<file path="src/hdl/lips_params.svh">
`ifndef LIPS_PARAMS_SVH
`define LIPS_PARAMS_SVH
// What this block does
// - Timer node grounded when off, ramps when on
// - Threshold reached ends period, node to ground
// - Period length configurable as any 25-bit count of cycles
// - Wait for supply; gate, timer, filter low
// - Supply and enable valid, gate off, start timer
// - Second cycle only if filter low, fault high
// - Second cycle arms fast breaker, gate drive on
// - End: reset released, slow armed, monitor mode
// - Enable low in monitor mode starts power-off, gate pulled down
// - Power-off: output low drives reset low
// - Soft-start overcurrent engages current-limit servo
// - Servo released when current drops, ramp continues
// - Monitor comparator filtered against short glitches
// - Reset held low one full timing cycle
// - Fault clears after enable low 150us
// - Lockout on low supply pulls gate low

// ****************************************************************
// Clock and times
// ****************************************************************
`define LIPS_CLK_MHZ           100
`define LIPS_TMR_MIN_US        2000
`define LIPS_TMR_MAX_US        204000
`define LIPS_TMR_DEF_US        6200
`define LIPS_CLR_US            150
`define LIPS_CLR_CYC           (`LIPS_CLR_US * `LIPS_CLK_MHZ)
`define LIPS_GLITCH_DEF        16
`define LIPS_CNT_W             25
`define LIPS_GF_W              8

// ****************************************************************
// Register map (byte addresses)
// ****************************************************************
`define LIPS_A_CTRL            12'h000
`define LIPS_A_STAT            12'h004
`define LIPS_A_IRQ             12'h008
`define LIPS_A_MASK            12'h00C
`define LIPS_A_PERIOD          12'h010
`define LIPS_A_GLITCH          12'h014
`define LIPS_NIRQ              5
`define LIPS_I_PGOOD           0
`define LIPS_I_RSTREL          1
`define LIPS_I_FAULT           2
`define LIPS_I_OFF             3
`define LIPS_I_LOCK            4
`endif

</file>
<file path="src/hdl/lips_pkg.sv">
package lips_pkg;
    // Sequencer states, Gray coded in the listed order, not along the start-up path
    typedef enum logic [3:0]
    {
        LIPS_LOCK  = 4'h0,
        LIPS_WAIT  = 4'h1,
        LIPS_TMR1  = 4'h3,
        LIPS_SOFT  = 4'h2,
        LIPS_MON   = 4'h6,
        LIPS_OFF   = 4'h7,
        LIPS_FAULT = 4'h5,
        LIPS_CHK   = 4'h4
    } lips_state_e;
endpackage

</file>
<file path="src/hdl/lips_tmr_if.sv">
interface lips_tmr_if;
    logic        run;    // Timer enabled, node may ramp
    logic [24:0] period; // Period in cycles
    logic        done;   // One-cycle pulse at threshold
    logic        busy;   // Node above ground
    modport ctl (output run, output period, input done, input busy);
    modport tmr (input run, input period, output done, output busy);
endinterface

</file>
<file path="src/hdl/lips_seq.sv">
// The AHB-Lite register port and the register offsets were decided locally.
`include "lips_params.svh"
module lips_seq
(
    // Clock and reset
    input  wire logic        clk,
    input  wire logic        nrst,
    // AHB-Lite slave
    input  wire logic        hsel,
    input  wire logic [11:0] haddr,
    input  wire logic [1:0]  htrans,
    input  wire logic        hwrite,
    input  wire logic [2:0]  hsize,
    input  wire logic [31:0] hwdata,
    input  wire logic        hready,
    output logic      [31:0] hrdata,
    output logic             hreadyout,
    output logic             hresp,
    // Synchronous comparator results
    input  wire logic        supply_ok_hi,
    input  wire logic        supply_ok_lo,
    input  wire logic        enable_hi,
    input  wire logic        enable_lo,
    input  wire logic        gate_off,
    input  wire logic        filter_low,
    input  wire logic        fault_high,
    input  wire logic        sense_over,
    input  wire logic        fast_trip,
    input  wire logic        slow_trip,
    input  wire logic        output_monitor_comparator,
    // Drive outputs
    output logic             gate_drive_en,
    output logic             gate_pulldown_en,
    output logic             servo_en,
    output logic             timer_pulldown_switch,
    output logic             filter_pulldown_en,
    output logic             fast_armed,
    output logic             slow_armed,
    output logic             power_good,
    output logic             sys_rst_n,
    output logic             fault_n,
    output logic             irq
);
    import lips_pkg::*;

    // ****************************************************************
    // State
    // ****************************************************************
    typedef struct packed
    {
        lips_state_e           fsm;     // Sequencer state
        logic                  rst_n;   // Reset output
        logic                  pgood;   // Filtered feedback good
        logic                  fault_n; // Fault output, low latched
        logic                  fast;    // Fast breaker armed
        logic                  slow;    // Slow breaker armed
        logic                  servo;   // Current-limit servo
        logic                  rtmr;    // Reset-release timing started, stays set after release
        logic [`LIPS_CNT_W-1:0] rcnt;   // Reset-release count
        logic [`LIPS_GF_W-1:0] gcnt;    // Glitch filter count
        logic [15:0]           ccnt;    // Enable-low clearing count
        logic                  dph;     // Bus data phase pending
        logic                  dwr;     // Data phase is a write
        logic [11:0]           dad;     // Data phase address
        logic [31:0]           rdata;   // Read data
        logic                  cena;    // Software enable
        logic [`LIPS_CNT_W-1:0] period; // Timing period in cycles
        logic [`LIPS_GF_W-1:0] gflt;    // Glitch filter length
        logic [`LIPS_NIRQ-1:0] ist;     // Sticky events
        logic [`LIPS_NIRQ-1:0] imask;   // Interrupt mask
    } lips_seq_s;

    lips_seq_s   s;
    lips_seq_s   n;
    lips_tmr_if  tif();
    logic [`LIPS_NIRQ-1:0] ev;

    // Shared timer, one period per cycle of the sequence
    lips_timer u_tmr
    (
        .clk  (clk),
        .nrst (nrst),
        .t    (tif)
    );

    // Timer runs in the two timing cycles only; reset release keeps its own count
    assign tif.run    = (s.fsm == LIPS_TMR1) || (s.fsm == LIPS_SOFT);
    assign tif.period = s.period;

    // Address decode used by the read address phase
    function automatic logic known(input logic [11:0] a);
        known = (a == `LIPS_A_CTRL) || (a == `LIPS_A_STAT) || (a == `LIPS_A_IRQ)
              || (a == `LIPS_A_MASK) || (a == `LIPS_A_PERIOD)
              || (a == `LIPS_A_GLITCH);
    endfunction

    // ****************************************************************
    // Next-state logic
    // ****************************************************************
    always_comb
    begin
        n  = s;
        ev = '0;
        case (s.fsm)
            LIPS_LOCK:
            begin
                // Leave lockout only above the upper threshold
                if (supply_ok_hi)
                    n.fsm = LIPS_WAIT;
            end
            LIPS_WAIT:
            begin
                // Gate must be seen off once supply and enable are good
                if (supply_ok_hi && enable_hi && s.cena && gate_off)
                    n.fsm = LIPS_TMR1;
            end
            LIPS_TMR1:
            begin
                if (tif.done)
                    n.fsm = LIPS_CHK;
            end
            LIPS_CHK:
            begin
                // Filter low and fault high needed for soft-start
                if (filter_low && fault_high)
                begin
                    n.fsm  = LIPS_SOFT;
                    n.fast = 1'b1;
                end
            end
            LIPS_SOFT:
            begin
                if (sense_over)
                    n.servo = 1'b1;
                else
                    n.servo = 1'b0;
                if (tif.done && n.fsm == LIPS_SOFT)
                begin
                    n.fsm   = LIPS_MON;
                    n.slow  = 1'b1;
                    n.servo = 1'b0;
                end
            end
            LIPS_MON:
            begin
                if (!enable_lo)
                begin
                    n.fsm  = LIPS_OFF;
                    n.fast = 1'b0;
                    n.slow = 1'b0;
                    ev[`LIPS_I_OFF] = 1'b1;
                end
            end
            LIPS_OFF:
            begin
                if (enable_hi)
                    n.fsm = LIPS_WAIT;
            end
            LIPS_FAULT:
            begin
                // Fault clears only after a long unbroken enable low
                if (enable_lo)
                    n.ccnt = '0;
                else if (s.ccnt >= 16'(`LIPS_CLR_CYC - 1))
                begin
                    n.fault_n = 1'b1;
                    n.fsm     = LIPS_OFF;
                end
                else
                    n.ccnt = s.ccnt + 1'b1;
            end
            default:
                n.fsm = LIPS_LOCK;
        endcase
        // Armed trip latches a fault; after the state step so no move hides it
        if ((s.fast && fast_trip) || (s.slow && slow_trip))
        begin
            n.fsm     = LIPS_FAULT;
            n.fault_n = 1'b0;
            n.fast    = 1'b0;
            n.slow    = 1'b0;
            n.servo   = 1'b0;
            ev[`LIPS_I_FAULT] = 1'b1;
        end
        if (n.fsm != LIPS_FAULT)
            n.ccnt = '0;
        // Low supply overrides everything
        if (!supply_ok_lo)
        begin
            n.fsm   = LIPS_LOCK;
            n.fast  = 1'b0;
            n.slow  = 1'b0;
            n.servo = 1'b0;
            ev[`LIPS_I_LOCK] = (s.fsm != LIPS_LOCK);
        end

        // Glitch filter: flips only after gflt+1 disagreeing cycles in a row,
        // so a short dip never reaches the reset output
        if (output_monitor_comparator != s.pgood)
            n.gcnt = '0;
        else if (s.gcnt >= s.gflt)
        begin
            n.gcnt  = '0;
            n.pgood = !output_monitor_comparator;
        end
        else
            n.gcnt = s.gcnt + 1'b1;
        ev[`LIPS_I_PGOOD] = n.pgood && !s.pgood;

        // Reset release: at the end of soft-start, else after one full timing period of good feedback
        if (!s.pgood || n.fsm == LIPS_LOCK || n.fsm == LIPS_WAIT
            || n.fsm == LIPS_TMR1 || n.fsm == LIPS_CHK
            || n.fsm == LIPS_SOFT)
        begin
            n.rst_n = 1'b0;
            n.rtmr  = 1'b0;
            n.rcnt  = '0;
        end
        else if (s.fsm == LIPS_SOFT && n.fsm == LIPS_MON)
            n.rst_n = 1'b1;
        else if (!s.rst_n)
        begin
            n.rtmr = 1'b1;
            if (s.rcnt + 1'b1 >= s.period)
                n.rst_n = 1'b1;
            else
                n.rcnt = s.rcnt + 1'b1;
        end
        ev[`LIPS_I_RSTREL] = n.rst_n && !s.rst_n;

        // Bus data phase: write or read completes
        if (s.dph && s.dwr)
        begin
            case (s.dad)
                `LIPS_A_CTRL:   n.cena   = hwdata[0];
                `LIPS_A_MASK:   n.imask  = hwdata[`LIPS_NIRQ-1:0];
                `LIPS_A_PERIOD: n.period = hwdata[`LIPS_CNT_W-1:0];
                `LIPS_A_GLITCH: n.gflt   = hwdata[`LIPS_GF_W-1:0];
                default:        n.cena   = s.cena;
            endcase
        end
        if (s.dph && !s.dwr && s.dad == `LIPS_A_IRQ)
            n.ist = ev;      // Read clears, new events still land
        else
            n.ist = s.ist | ev;
        // Bus address phase
        n.dph = hsel && hready && htrans[1];
        n.dwr = hwrite;
        n.dad = haddr;
        n.rdata = '0;
        if (n.dph && !hwrite && known(haddr))
        begin
            case (haddr)
                `LIPS_A_CTRL:   n.rdata = {31'h0, s.cena};
                `LIPS_A_STAT:   n.rdata = {20'h0, s.fsm, s.servo, s.slow,
                                           s.fast, s.pgood, s.rst_n, s.fault_n,
                                           gate_drive_en, 1'b0};
                `LIPS_A_IRQ:    n.rdata = {27'h0, s.ist | ev};
                `LIPS_A_MASK:   n.rdata = {27'h0, s.imask};
                `LIPS_A_PERIOD: n.rdata = {7'h0, s.period};
                default:        n.rdata = {24'h0, s.gflt};
            endcase
        end
    end

    // ****************************************************************
    // State register
    // ****************************************************************
    always_ff @(posedge clk)
    begin
        if (!nrst)
        begin
            s         <= '0;
            s.fsm     <= LIPS_LOCK;
            s.fault_n <= 1'b1;
            s.cena    <= 1'b1;
            s.period  <= `LIPS_CNT_W'(`LIPS_TMR_DEF_US * `LIPS_CLK_MHZ);
            s.gflt    <= `LIPS_GF_W'(`LIPS_GLITCH_DEF);
        end
        else
            s <= n;
    end

    // ****************************************************************
    // Outputs
    // ****************************************************************
    // Gate is driven only in soft-start and monitoring
    assign gate_drive_en    = (s.fsm == LIPS_SOFT) || (s.fsm == LIPS_MON);
    assign gate_pulldown_en = !gate_drive_en;
    assign servo_en         = s.servo;
    assign timer_pulldown_switch = !tif.busy;
    assign filter_pulldown_en    = 1'b1;
    assign fast_armed = s.fast;
    assign slow_armed = s.slow;
    assign power_good = s.pgood;
    assign sys_rst_n  = s.rst_n;
    assign fault_n    = s.fault_n;
    assign irq        = |(s.ist & s.imask);
    assign hrdata     = s.rdata;
    assign hreadyout  = 1'b1;
    assign hresp      = 1'b0;
endmodule

</file>
<file path="src/hdl/lips_timer.sv">
`include "lips_params.svh"
module lips_timer
(
    // Clock and reset
    input  wire logic clk,
    input  wire logic nrst,
    // Sequencer side
    lips_tmr_if.tmr   t
);
    import lips_pkg::*;

    // ****************************************************************
    // Counter state: the timing node as a count
    // ****************************************************************
    typedef struct packed
    {
        logic [`LIPS_CNT_W-1:0] cnt;  // Node level
        logic                   done; // Threshold pulse
    } lips_tmr_s;

    lips_tmr_s st_reg;
    lips_tmr_s st_next;

    // Ramp while enabled, ground when off or at threshold
    always_comb
    begin
        st_next      = st_reg;
        st_next.done = 1'b0;
        if (!t.run)
        begin
            st_next.cnt = '0;
        end
        else if (st_reg.cnt + 1'b1 >= t.period)
        begin
            st_next.cnt  = '0;
            st_next.done = 1'b1;
        end
        else
        begin
            st_next.cnt = st_reg.cnt + 1'b1;
        end
    end

    // State register
    always_ff @(posedge clk)
    begin
        if (!nrst)
            st_reg <= '0;
        else
            st_reg <= st_next;
    end

    assign t.done = st_reg.done;
    assign t.busy = (st_reg.cnt != '0);
endmodule

</file>
<file path="config.mk">
export PLATFORM = sky130hd
export DESIGN_NAME = lips_seq
export DESIGN_NICKNAME = d
export VERILOG_FILES = /design/src/hdl/lips_pkg.sv /design/src/hdl/lips_tmr_if.sv /design/src/hdl/lips_seq.sv /design/src/hdl/lips_timer.sv
export VERILOG_INCLUDE_DIRS = /design/src /design/src/hdl
export SDC_FILE = /design/constraint.sdc
export NUM_CORES = 1
export LEC_CHECK = 0
export BUFFER_PORTS_ARGS = -buffer_cell sky130_fd_sc_hd__buf_2
export CAP_MARGIN = 15
export CORE_MARGIN = 3
export CORE_UTILIZATION = 50
export CTS_BUF_LIST = sky130_fd_sc_hd__clkbuf_16
export DETAILED_ROUTE_END_ITERATION = 12
export GPL_ROUTABILITY_DRIVEN = 0
export HOLD_SLACK_MARGIN = 0.03
export PLACE_DENSITY = 0.73
export REMOVE_ABC_BUFFERS = 1
export SETUP_SLACK_MARGIN = 0.02
export SLEW_MARGIN = 20
export SYNTH_ARGS = -nofsm -noshare
export SYNTH_HDL_FRONTEND = slang
export SYNTH_SLANG_ARGS = --single-unit
</file>
<file path="constraint.sdc">
create_clock -name clk -period 6.8 [get_ports clk]
set_input_delay 1.36 -clock clk [delete_from_list [all_inputs] [get_ports clk]]
set_output_delay 1.36 -clock clk [all_outputs]
set_load 0.005 [all_outputs]
</file>
==> impl_metrics.tcl, run 1 <==
set metrics [dict create \
    cts_buffers 17 \
    required_ps 7070 \
    vdd_drop_max_uv 175 \
    critical-path-top-delay-family "simple AND/OR/NAND/NOR gates" \
    drtPass1Iterations 9 \
    worst_pin_slew_ps 1130 \
    synth_edf_count 0 \
    cts_resized 0 \
    core_sq_um 17300 \
    cts_buffer_depth 2 \
    via_per_inst 5.42 \
    htree_levels 4 \
    vias 7202 \
    seq_area_frac_synth 0.380 \
    netlist_instances 1045 \
    finClkSkew_ps 12.3 \
    crit_arrival_ps 4720 \
    whs_path_depth 2 \
    crit_top_cell "nor3_1" \
    relSlewSlack 0.246 \
    place_ws_ps 2470 \
    synth_flop_cell "dfxtp_1" \
    antenna_found_initial 2 \
    setup_violations 0 \
    rsz0062_at_grt "no" \
    rows 48 \
    largest_reg_flops 86 \
    synth_warnings 0 \
    port_buffers 88 \
    io_pins 110 \
    grt_pass1_vias 6873 \
    p_leak_nw 3.96 \
    area_growth_pct 10.6 \
    drive_gt1_frac 0.134 \
    dieWidth_um 139 \
    synth.avg_cell_area_sq_um 8.47 \
    initialDrtViolationCount 561 \
    grt_overflow 0 \
    die_area_sq_um 19300 \
    fin_crit_sh 0.654 \
    syn_area_sq_um 8850 \
    cp-start-kind "register" \
    post_cts_buffers 0 \
    cts_hold_buf 0 \
    crit_type "reg -> reg" \
    hold_violations 0 \
    clock-root-buffer "clkbuf_16" \
    critPathBufInv 0 \
    hpwl_um 15300 \
    cp_num_cells 15 \
    post_drt_wl_per_cell_um 15.4 \
    top_register "s" \
    start_util 0.512 \
    maxCapViolations 0 \
    grt_max_degree 38 \
    max_stage_delay_ps 500 \
    fin_ws_ps 2360 \
    tns_ps 0 \
    grt_pass1_wl_um 33800 \
    slew_violations 0 \
    route.detailed.drc 0 \
    ys_types 65 \
    reg2regPathDepth 15 \
    cp-end-kind "register" \
    ys_ff_latch 168 \
    clkSlewWorstSetupHoldPaths_ps 70 \
    cp_slowest_cell "a211o_4" \
    worst-path-max-fanout 36 \
    wirelength_um 20500 \
    timing.fmax_ghz 0.225 \
    ff2ff_setup_slack_ps 2360 \
    gr-usage-all-layers 0.212 \
    cts_sinks 168 \
    power.density_nw_per_um2 210 \
    clkLatencyLatePin_ps 440 \
    nets 1219 \
    ant_nets 0 \
    die_h_um 139 \
    cp_cell_sequence "nand3_2 -> or2_1 -> nor3_1 -> nand2_2 -> nor2_1 -> xor2_1 -> ha_1 -> nand4_1 -> nor4_1 -> a2111oi_0 -> o21ai_0 -> a211o_4 -> and4b_1 -> a21oi_1 -> nor3_1" \
    cts_tree "yes" \
    hold_path.class "reg -> reg" \
    status "finished clean" \
    period_needed_ps 4440 \
    async_flop_share 0 \
]
cell type report:
cell class              instances  area (sq um)
multi-input cells             758          4860
clock buffers                  17           425
repair buffers                 91           463
diodes                          1          2.50
clock inverters                15           190
well taps                     225           282
flip-flops and latches        168          3360
fillers                      1641          7500
inverters                      55           206
cells in the mapped netlist (all sizes together), types with 6 or more instances:
| master | n | area [sq um] |
|---|---|---|
| a22oi | 11 | 82.6 |
| and2 | 14 | 87.6 |
| xor2 | 31 | 272 |
| ha | 63 | 788 |
| nand3 | 34 | 185 |
| o211ai | 14 | 105 |
| nand2 | 116 | 440 |
| a21oi | 64 | 320 |
| nor2 | 104 | 405 |
| nor4 | 11 | 90.1 |
| a211oi | 6 | 45.0 |
| nand4 | 20 | 125 |
| nor2b | 9 | 56.3 |
| nor3 | 37 | 240 |
| and3 | 43 | 274 |
| mux2i | 7 | 70.1 |
| clkbuf | 23 | 86.3 |
| o21ai | 31 | 155 |
| a31oi | 9 | 56.3 |
| or3 | 12 | 75.1 |
| dfxtp | 168 | 3360 |
| inv | 54 | 203 |
| xnor2 | 47 | 412 |
| buf | 50 | 370 |
| nand2b | 12 | 82.6 |
layer usage:
| metal | wire length (um) | up-vias | global-route usage | share of wire |
|---|---|---|---|---|
| met4 | 378 | 2 | 0.0649 | 0.018 |
| li1 | - | 3664 | - | - |
| met5 | 13 | - | 0 | 0.00063 |
| met3 | 1270 | 32 | 0.0469 | 0.062 |
| met2 | 9500 | 184 | 0.343 | 0.46 |
| met1 | 9350 | 3320 | 0.286 | 0.46 |
layout by cell type (no fill, tap or decap), drive strengths merged, types with 31 or more instances in the layout:
master	count
a21oi	64
and3	43
buf	91
dfxtp	168
ha	63
inv	63
nand2	116
nand3	34
nor2	104
nor3	37
o21ai	31
xnor2	47
xor2	31
where the power goes:
group	switching [mW]	total, mW	internal, mW
Clock	0.423	1.01	0.588
Combinational	0.0288	0.0487	0.0200
Sequential	0.00490	0.994	0.989
cell families after synthesis:
group                    after synthesis  synth area share
AND/OR/NAND/NOR                      433             0.252
flip-flops                           168             0.380
AO/OA/AOI/OAI                        164             0.115
buffers and inverters                128            0.0749
XOR/XNOR                              78            0.0772
adder cells (fa/ha/maj)               63            0.0890
multiplexers                           9            0.0105
other                                  2          0.000848
worst paths after layout:
check,start,endpoint
min,tif.period[22]$_SDFFE_PN0P_,tif.period[22]$_SDFFE_PN0P_
max reg2reg,s[116]$_SDFFE_PP0P_,hrdata[1]$_SDFF_PN0_
max,s[116]$_SDFFE_PP0P_,hrdata[1]$_SDFF_PN0_
min reg2reg,tif.period[22]$_SDFFE_PN0P_,tif.period[22]$_SDFFE_PN0P_
worst register-to-register path, delay by kind of cell (launching register included):
| kind | cells | cell delay [ps] |
|---|---|---|
| AOI/OAI and AO/OA | 4 | 1290 |
| xor gates and xnor gates | 1 | 210 |
| adders and majority gates | 1 | 290 |
| DFF | 1 | 450 |
| and+or+nand+nor | 9 | 2040 |
per-stage QoR:
| step | cells | utilization | hold WS [ps] | total power, mW | cell area (sq um) |
|---|---|---|---|---|---|
| after global routing | 1330 | 0.566 | 481 | 2.12 | 9790 |
| after floorplan | 981 | - | 432 | 1.03 | 8430 |
| final | 1330 | 0.566 | 450 | 2.05 | 9790 |
| after detailed placement | 1297 | 0.530 | 445 | 1.06 | 9170 |
| after CTS | 1329 | 0.566 | 451 | 2.07 | 9790 |
| after global placement | 1297 | 0.530 | 439 | 1.06 | 9170 |
Note: power is estimated with default switching activity, not from simulation.
==> run 2: changes to the inputs <==
--- a/config.mk
+++ b/config.mk
@@ -14,7 +14,7 @@
 export DETAILED_ROUTE_END_ITERATION = 12
 export GPL_ROUTABILITY_DRIVEN = 0
 export HOLD_SLACK_MARGIN = 0.03
-export PLACE_DENSITY = 0.73
+export PLACE_DENSITY = 0.76
 export REMOVE_ABC_BUFFERS = 1
 export SETUP_SLACK_MARGIN = 0.02
 export SLEW_MARGIN = 20
==> constraint.sdc (replaced) <==
create_clock -name clk -period 3.7 [get_ports clk]
set_input_delay 0.74 -clock clk [delete_from_list [all_inputs] [get_ports clk]]
set_output_delay 0.74 -clock clk [all_outputs]
set_load 0.005 [all_outputs]
==> run 2 against run 1 <==
Net effect:
- combinational power up 86%
- clock skew down 4.3 ps
- first-iteration DRC count down 7.8%
- routed wire length up 8.9%
- sequential power up 84%
- cell area up 6.4%
- critical endpoint is now s[138]$_SDFFE_PP0P_
- clock power up 74%
- global-route usage up 0.80 points
- highest routed layer unchanged
==> impl_metrics.tcl, run 2 (synthesized netlist as in run 1, its figures left out) <==
set metrics [dict create \
    hpwl_um 15800 \
    status "finished clean" \
    maxCapViolations 0 \
    diodes 0 \
    finClkSkew_ps 7.97 \
    largest_reg_flops 86 \
    area_growth_pct 17.7 \
    worstHoldStart "tif.period[20]$_SDFFE_PN0P_" \
    power.density_nw_per_um2 353 \
    reg2reg_to "s[138]$_SDFFE_PP0P_" \
    cts_buffers 17 \
    timing.rr.start "s[114]$_SDFFE_PP0P_" \
    worst_pin_slew_ps 788 \
    cts_buffer_depth 2 \
    start_util 0.512 \
    nets 1265 \
    period_needed_ps 3620 \
    port_buffers 88 \
    grt_overflow 0 \
    clock-root-buffer "clkbuf_16" \
    hold_violations 0 \
    whs_path_depth 2 \
    cp-end-kind "register" \
    drive_gt1_frac 0.209 \
    grt_pass1_vias 7220 \
    cts_sinks 168 \
    die_h_um 139 \
    clkLatencyLatePin_ps 430 \
    grt_pass1_wl_um 35200 \
    reg2regPathDepth 16 \
    ant_nets 0 \
    cts_hold_buf 0 \
    setup_violations 0 \
    relSlewSlack 0.473 \
    hold_path.class "reg -> reg" \
    vdd_drop_max_uv 318 \
    via_per_inst 5.58 \
    cts_tree "yes" \
    wirelength_um 22300 \
    grt_max_degree 36 \
    timing.fmax_ghz 0.276 \
    vias 7668 \
    drtPass1Iterations 5 \
    core_sq_um 17300 \
    clkSlewWorstSetupHoldPaths_ps 70 \
    rows 48 \
    top_register "s" \
    post_drt_wl_per_cell_um 16.2 \
    gr-usage-all-layers 0.220 \
    crit_type "reg -> reg" \
    required_ps 4060 \
    route.detailed.drc 0 \
    crit_arrival_ps 3980 \
    slew_violations 0 \
    initialDrtViolationCount 517 \
    tns_ps 0 \
    dieWidth_um 139 \
    antenna_found_initial 1 \
    min_to "tif.period[20]$_SDFFE_PN0P_" \
    die_area_sq_um 19300 \
    power_mw 3.67 \
    ff2ff_setup_slack_ps 80 \
    fin_crit_sh 0.979 \
    io_pins 110 \
    worst-path-max-fanout 6 \
    cp-start-kind "register" \
    rsz0062_at_grt "yes" \
    layout_commonest_cell "dfxtp_1" \
    htree_levels 4 \
    p_leak_nw 4.24 \
    final_cell_mix "dfxtp_1, nand2_1, nor2_1" \
]
==> run 2: per-stage QoR <==
stage,cells,worst slack [ps],utilization,hold slack (ps),area (sq um)
2_1_floorplan,981,-65.0,-,432,8430
3_3_place_gp,1331,-24.2,0.546,439,9440
3_5_place_dp,1331,-93.2,0.546,445,9440
4_1_cts,1365,25.8,0.582,454,10100
5_1_grt,1375,-61.9,0.602,474,10400
6_report,1375,76.6,0.602,453,10400
==> run 2: power breakdown <==
part           total [mW]  switching, mW  internal, mW
sequential           1.83        0.00894          1.82
combinational      0.0906         0.0531        0.0374
clock                1.76          0.763         0.995
total                3.67          0.825          2.85
==> run 2: cell type report <==
type | count | area [sq um]
flip-flops and latches | 168 | 3380
fillers | 1464 | 6880
clock inverters | 15 | 150
inverters | 55 | 206
well taps | 225 | 282
repair buffers | 137 | 872
multi-input cells | 758 | 5100
clock buffers | 17 | 425
==> run 2: layer usage <==
metal / share of wire / global-route usage
met1: 0.43 / 0.288
met2: 0.49 / 0.370
met3: 0.057 / 0.0421
met4: 0.021 / 0.0695
met5: 0.00040 / 0
==> run 2: how the worst max path moves through the flow <==
| stage | startpoint | slack, ps | end | cells after the start |
|---|---|---|---|---|
| finish | s[114]$_SDFFE_PP0P_ | 80 | s[138]$_SDFFE_PP0P_ | 16 |
| global route | s[114]$_SDFFE_PP0P_ | -60 | s[119]$_SDFFE_PP0P_ | 16 |
| CTS | s[115]$_SDFFE_PP0P_ | 30 | s[117]$_SDFFE_PP0P_ | 17 |
| detailed placement | s[115]$_SDFFE_PP0P_ | -90 | s[117]$_SDFFE_PP0P_ | 17 |
| global placement | s[114]$_SDFFE_PP0P_ | -20 | s[119]$_SDFFE_PP0P_ | 17 |
| floorplan | s[114]$_SDFFE_PP0P_ | -70 | hrdata[1]$_SDFF_PN0_ | 17 |
==> run 2: what timing repair did <==
action,4_1_cts,5_1_grt
gates resized for setup,11,60
setup endpoints to repair,45,54
buffers inserted,2,7
gates cloned,0,3
pin swaps,6,30
==> run 2: critical path: stages, from the launching register on <==
cell and delay (ps):
dfxtp_4 360, ha_4 140, nand3_2 100, nor2_2 130
and3_4 230, and3_4 230, nand4_1 140, xnor2_1 250
ha_1 290, nand4_1 150, nor4_1 90, a2111oi_2 290
o21ai_1 140, a211o_4 390, buf_12 160, or3_4 330
a21oi_2 130
==> run 3: changes to the inputs <==
--- a/config.mk
+++ b/config.mk
@@ -14,6 +14,7 @@
 export DETAILED_ROUTE_END_ITERATION = 12
 export GPL_ROUTABILITY_DRIVEN = 0
 export HOLD_SLACK_MARGIN = 0.03
+export MAX_ROUTING_LAYER = met4
 export PLACE_DENSITY = 0.76
 export REMOVE_ABC_BUFFERS = 1
 export SETUP_SLACK_MARGIN = 0.02
==> run 3 against run 2 <==
Net effect:
- sequential cell count is the same
- global-route usage increased by 0.65 points
- clock power about the same
- via count decreased by 0.73%
- total power is essentially flat
- critical path type unchanged
- largest cell class unchanged
==> impl_metrics.tcl, run 3 (synthesized netlist as in run 1, its figures left out) <==
set metrics [dict create \
    cp_cell_sequence "nand2_1 -> nor3_1 -> and3_4 -> nand4_1 -> xnor2_1 -> ha_1 -> nand4_1 -> nor4_1 -> a2111oi_2 -> o21ai_1 -> a211o_4 -> buf_6 -> or3_1 -> a21oi_1" \
    core_sq_um 17300 \
    nets 1265 \
    slew_violations 0 \
    largest_reg_flops 86 \
    hold_path.class "reg -> reg" \
    hold_violations 0 \
    place_area_sq_um 9440 \
    gr-usage-all-layers 0.227 \
    grt_pass1_wl_um 35200 \
    area_growth_pct 17.8 \
    finalNonFillerCells 1376 \
    cp_num_cells 14 \
    crit_arrival_ps 4010 \
    final_cell_mix "dfxtp_1, nand2_1, nor2_1" \
    clkSlewWorstSetupHoldPaths_ps 70 \
    max_stage_delay_ps 410 \
    rows 48 \
    grt_max_degree 36 \
    worst_pin_slew_ps 797 \
    timing.fmax_ghz 0.273 \
    whs_path_depth 2 \
    post_drt_wl_per_cell_um 16.3 \
    wirelength_um 22400 \
    clkLatencyLatePin_ps 430 \
    initialDrtViolationCount 510 \
    vdd_drop_max_uv 313 \
    required_ps 4040 \
    route.detailed.drc 0 \
    cts_buffers 17 \
    cp-end-kind "register" \
    start_util 0.512 \
    finClkSkew_ps 7.39 \
    vias 7612 \
    crit_type "reg -> reg" \
    fin_crit_sh 0.991 \
    nFillCells 1458 \
    cts_tree "yes" \
    critPathBufInv 1 \
    antenna_found_initial 1 \
    maxCapViolations 0 \
    hpwl_um 15800 \
    via_per_inst 5.53 \
    setup_violations 0 \
    fin_area_sq_um 10400 \
    status "finished clean" \
    htree_levels 4 \
    crit_top_cell "nand4_1" \
    port_buffers 88 \
    dieWidth_um 139 \
    finalCoreUtilization 0.603 \
    drtPass1Iterations 7 \
    p_leak_nw 4.25 \
    reg2regPathDepth 14 \
    critical-path-top-delay-family "simple AND/OR/NAND/NOR gates" \
    clock-root-buffer "clkbuf_16" \
    period_needed_ps 3670 \
    top_register "s" \
    ant_nets 0 \
    drive_gt1_frac 0.208 \
    power.density_nw_per_um2 352 \
    cts_sinks 168 \
    layout_commonest_cell "dfxtp_1" \
    cts_buffer_depth 2 \
    io_pins 110 \
    rsz0062_at_grt "yes" \
    grt_overflow 0 \
    dpl.cell_count 1331 \
    cp-start-kind "register" \
    whs_ps 453 \
    worst-path-max-fanout 6 \
    cp_slowest_cell "dfxtp_1" \
    die_h_um 139 \
    relSlewSlack 0.467 \
    die_area_sq_um 19300 \
    grt_pass1_vias 7212 \
]
-- run 3: per-layer routing --
metal  global-route usage  wire, um  up-vias
li1                     -         -     3756
met1                0.288      9690     3603
met2                0.370     11000      218
met3               0.0414      1290       35
met4               0.0695       439        0
met5                    -         0        -
-- run 3: layout make-up --
class | instances | area (sq um) | area share
multi-input cells | 758 | 5120 | 0.491
well taps | 225 | 282 | 0.0270
clock buffers | 17 | 425 | 0.0408
repair buffers | 137 | 872 | 0.0836
diodes | 1 | 2.50 | 0.000240
clock inverters | 15 | 150 | 0.0144
inverters | 55 | 206 | 0.0198
flip-flops and latches | 168 | 3380 | 0.324
-- run 3: worst paths after layout --
path	slack, ps	end	startpoint
worst min-delay path	450	tif.period[20]$_SDFFE_PN0P_	tif.period[20]$_SDFFE_PN0P_
worst max register to register	30	s[117]$_SDFFE_PP0P_	s[127]$_SDFFE_PP0P_
worst min register to register	450	tif.period[20]$_SDFFE_PN0P_	tif.period[20]$_SDFFE_PN0P_
worst max-delay path	30	s[117]$_SDFFE_PP0P_	s[127]$_SDFFE_PP0P_
-- run 3: stage by stage --
step / power [mW] / setup slack, ps / setup TNS [ps]
3_5_place_dp: 1.96 / -93.2 / -899
6_report: 3.68 / 34.0 / 0
3_3_place_gp: 1.96 / -24.2 / -74.9
5_1_grt: 3.78 / -191 / -3410
2_1_floorplan: 1.90 / -65.0 / -233
4_1_cts: 3.68 / 25.8 / 0
-- run 3: what timing repair did --
item / CTS / global route
gates resized for setup: 11 / 61
setup endpoints to repair: 45 / 54
setup buffers: 2 / 7
hold buffers: 0 / 0
pin swaps: 6 / 31
cloned: 0 / 3
-- run 3: report_power, final --
part           internal [mW]  switching (mW)
clock network          0.996           0.763
registers               1.82         0.00883
logic                 0.0374          0.0530
-- run 3: worst min-delay path, stage by stage, from the launching register on --
cell	delay, ps
dfxtp_1	310
nand2_1	50
a21oi_1	50
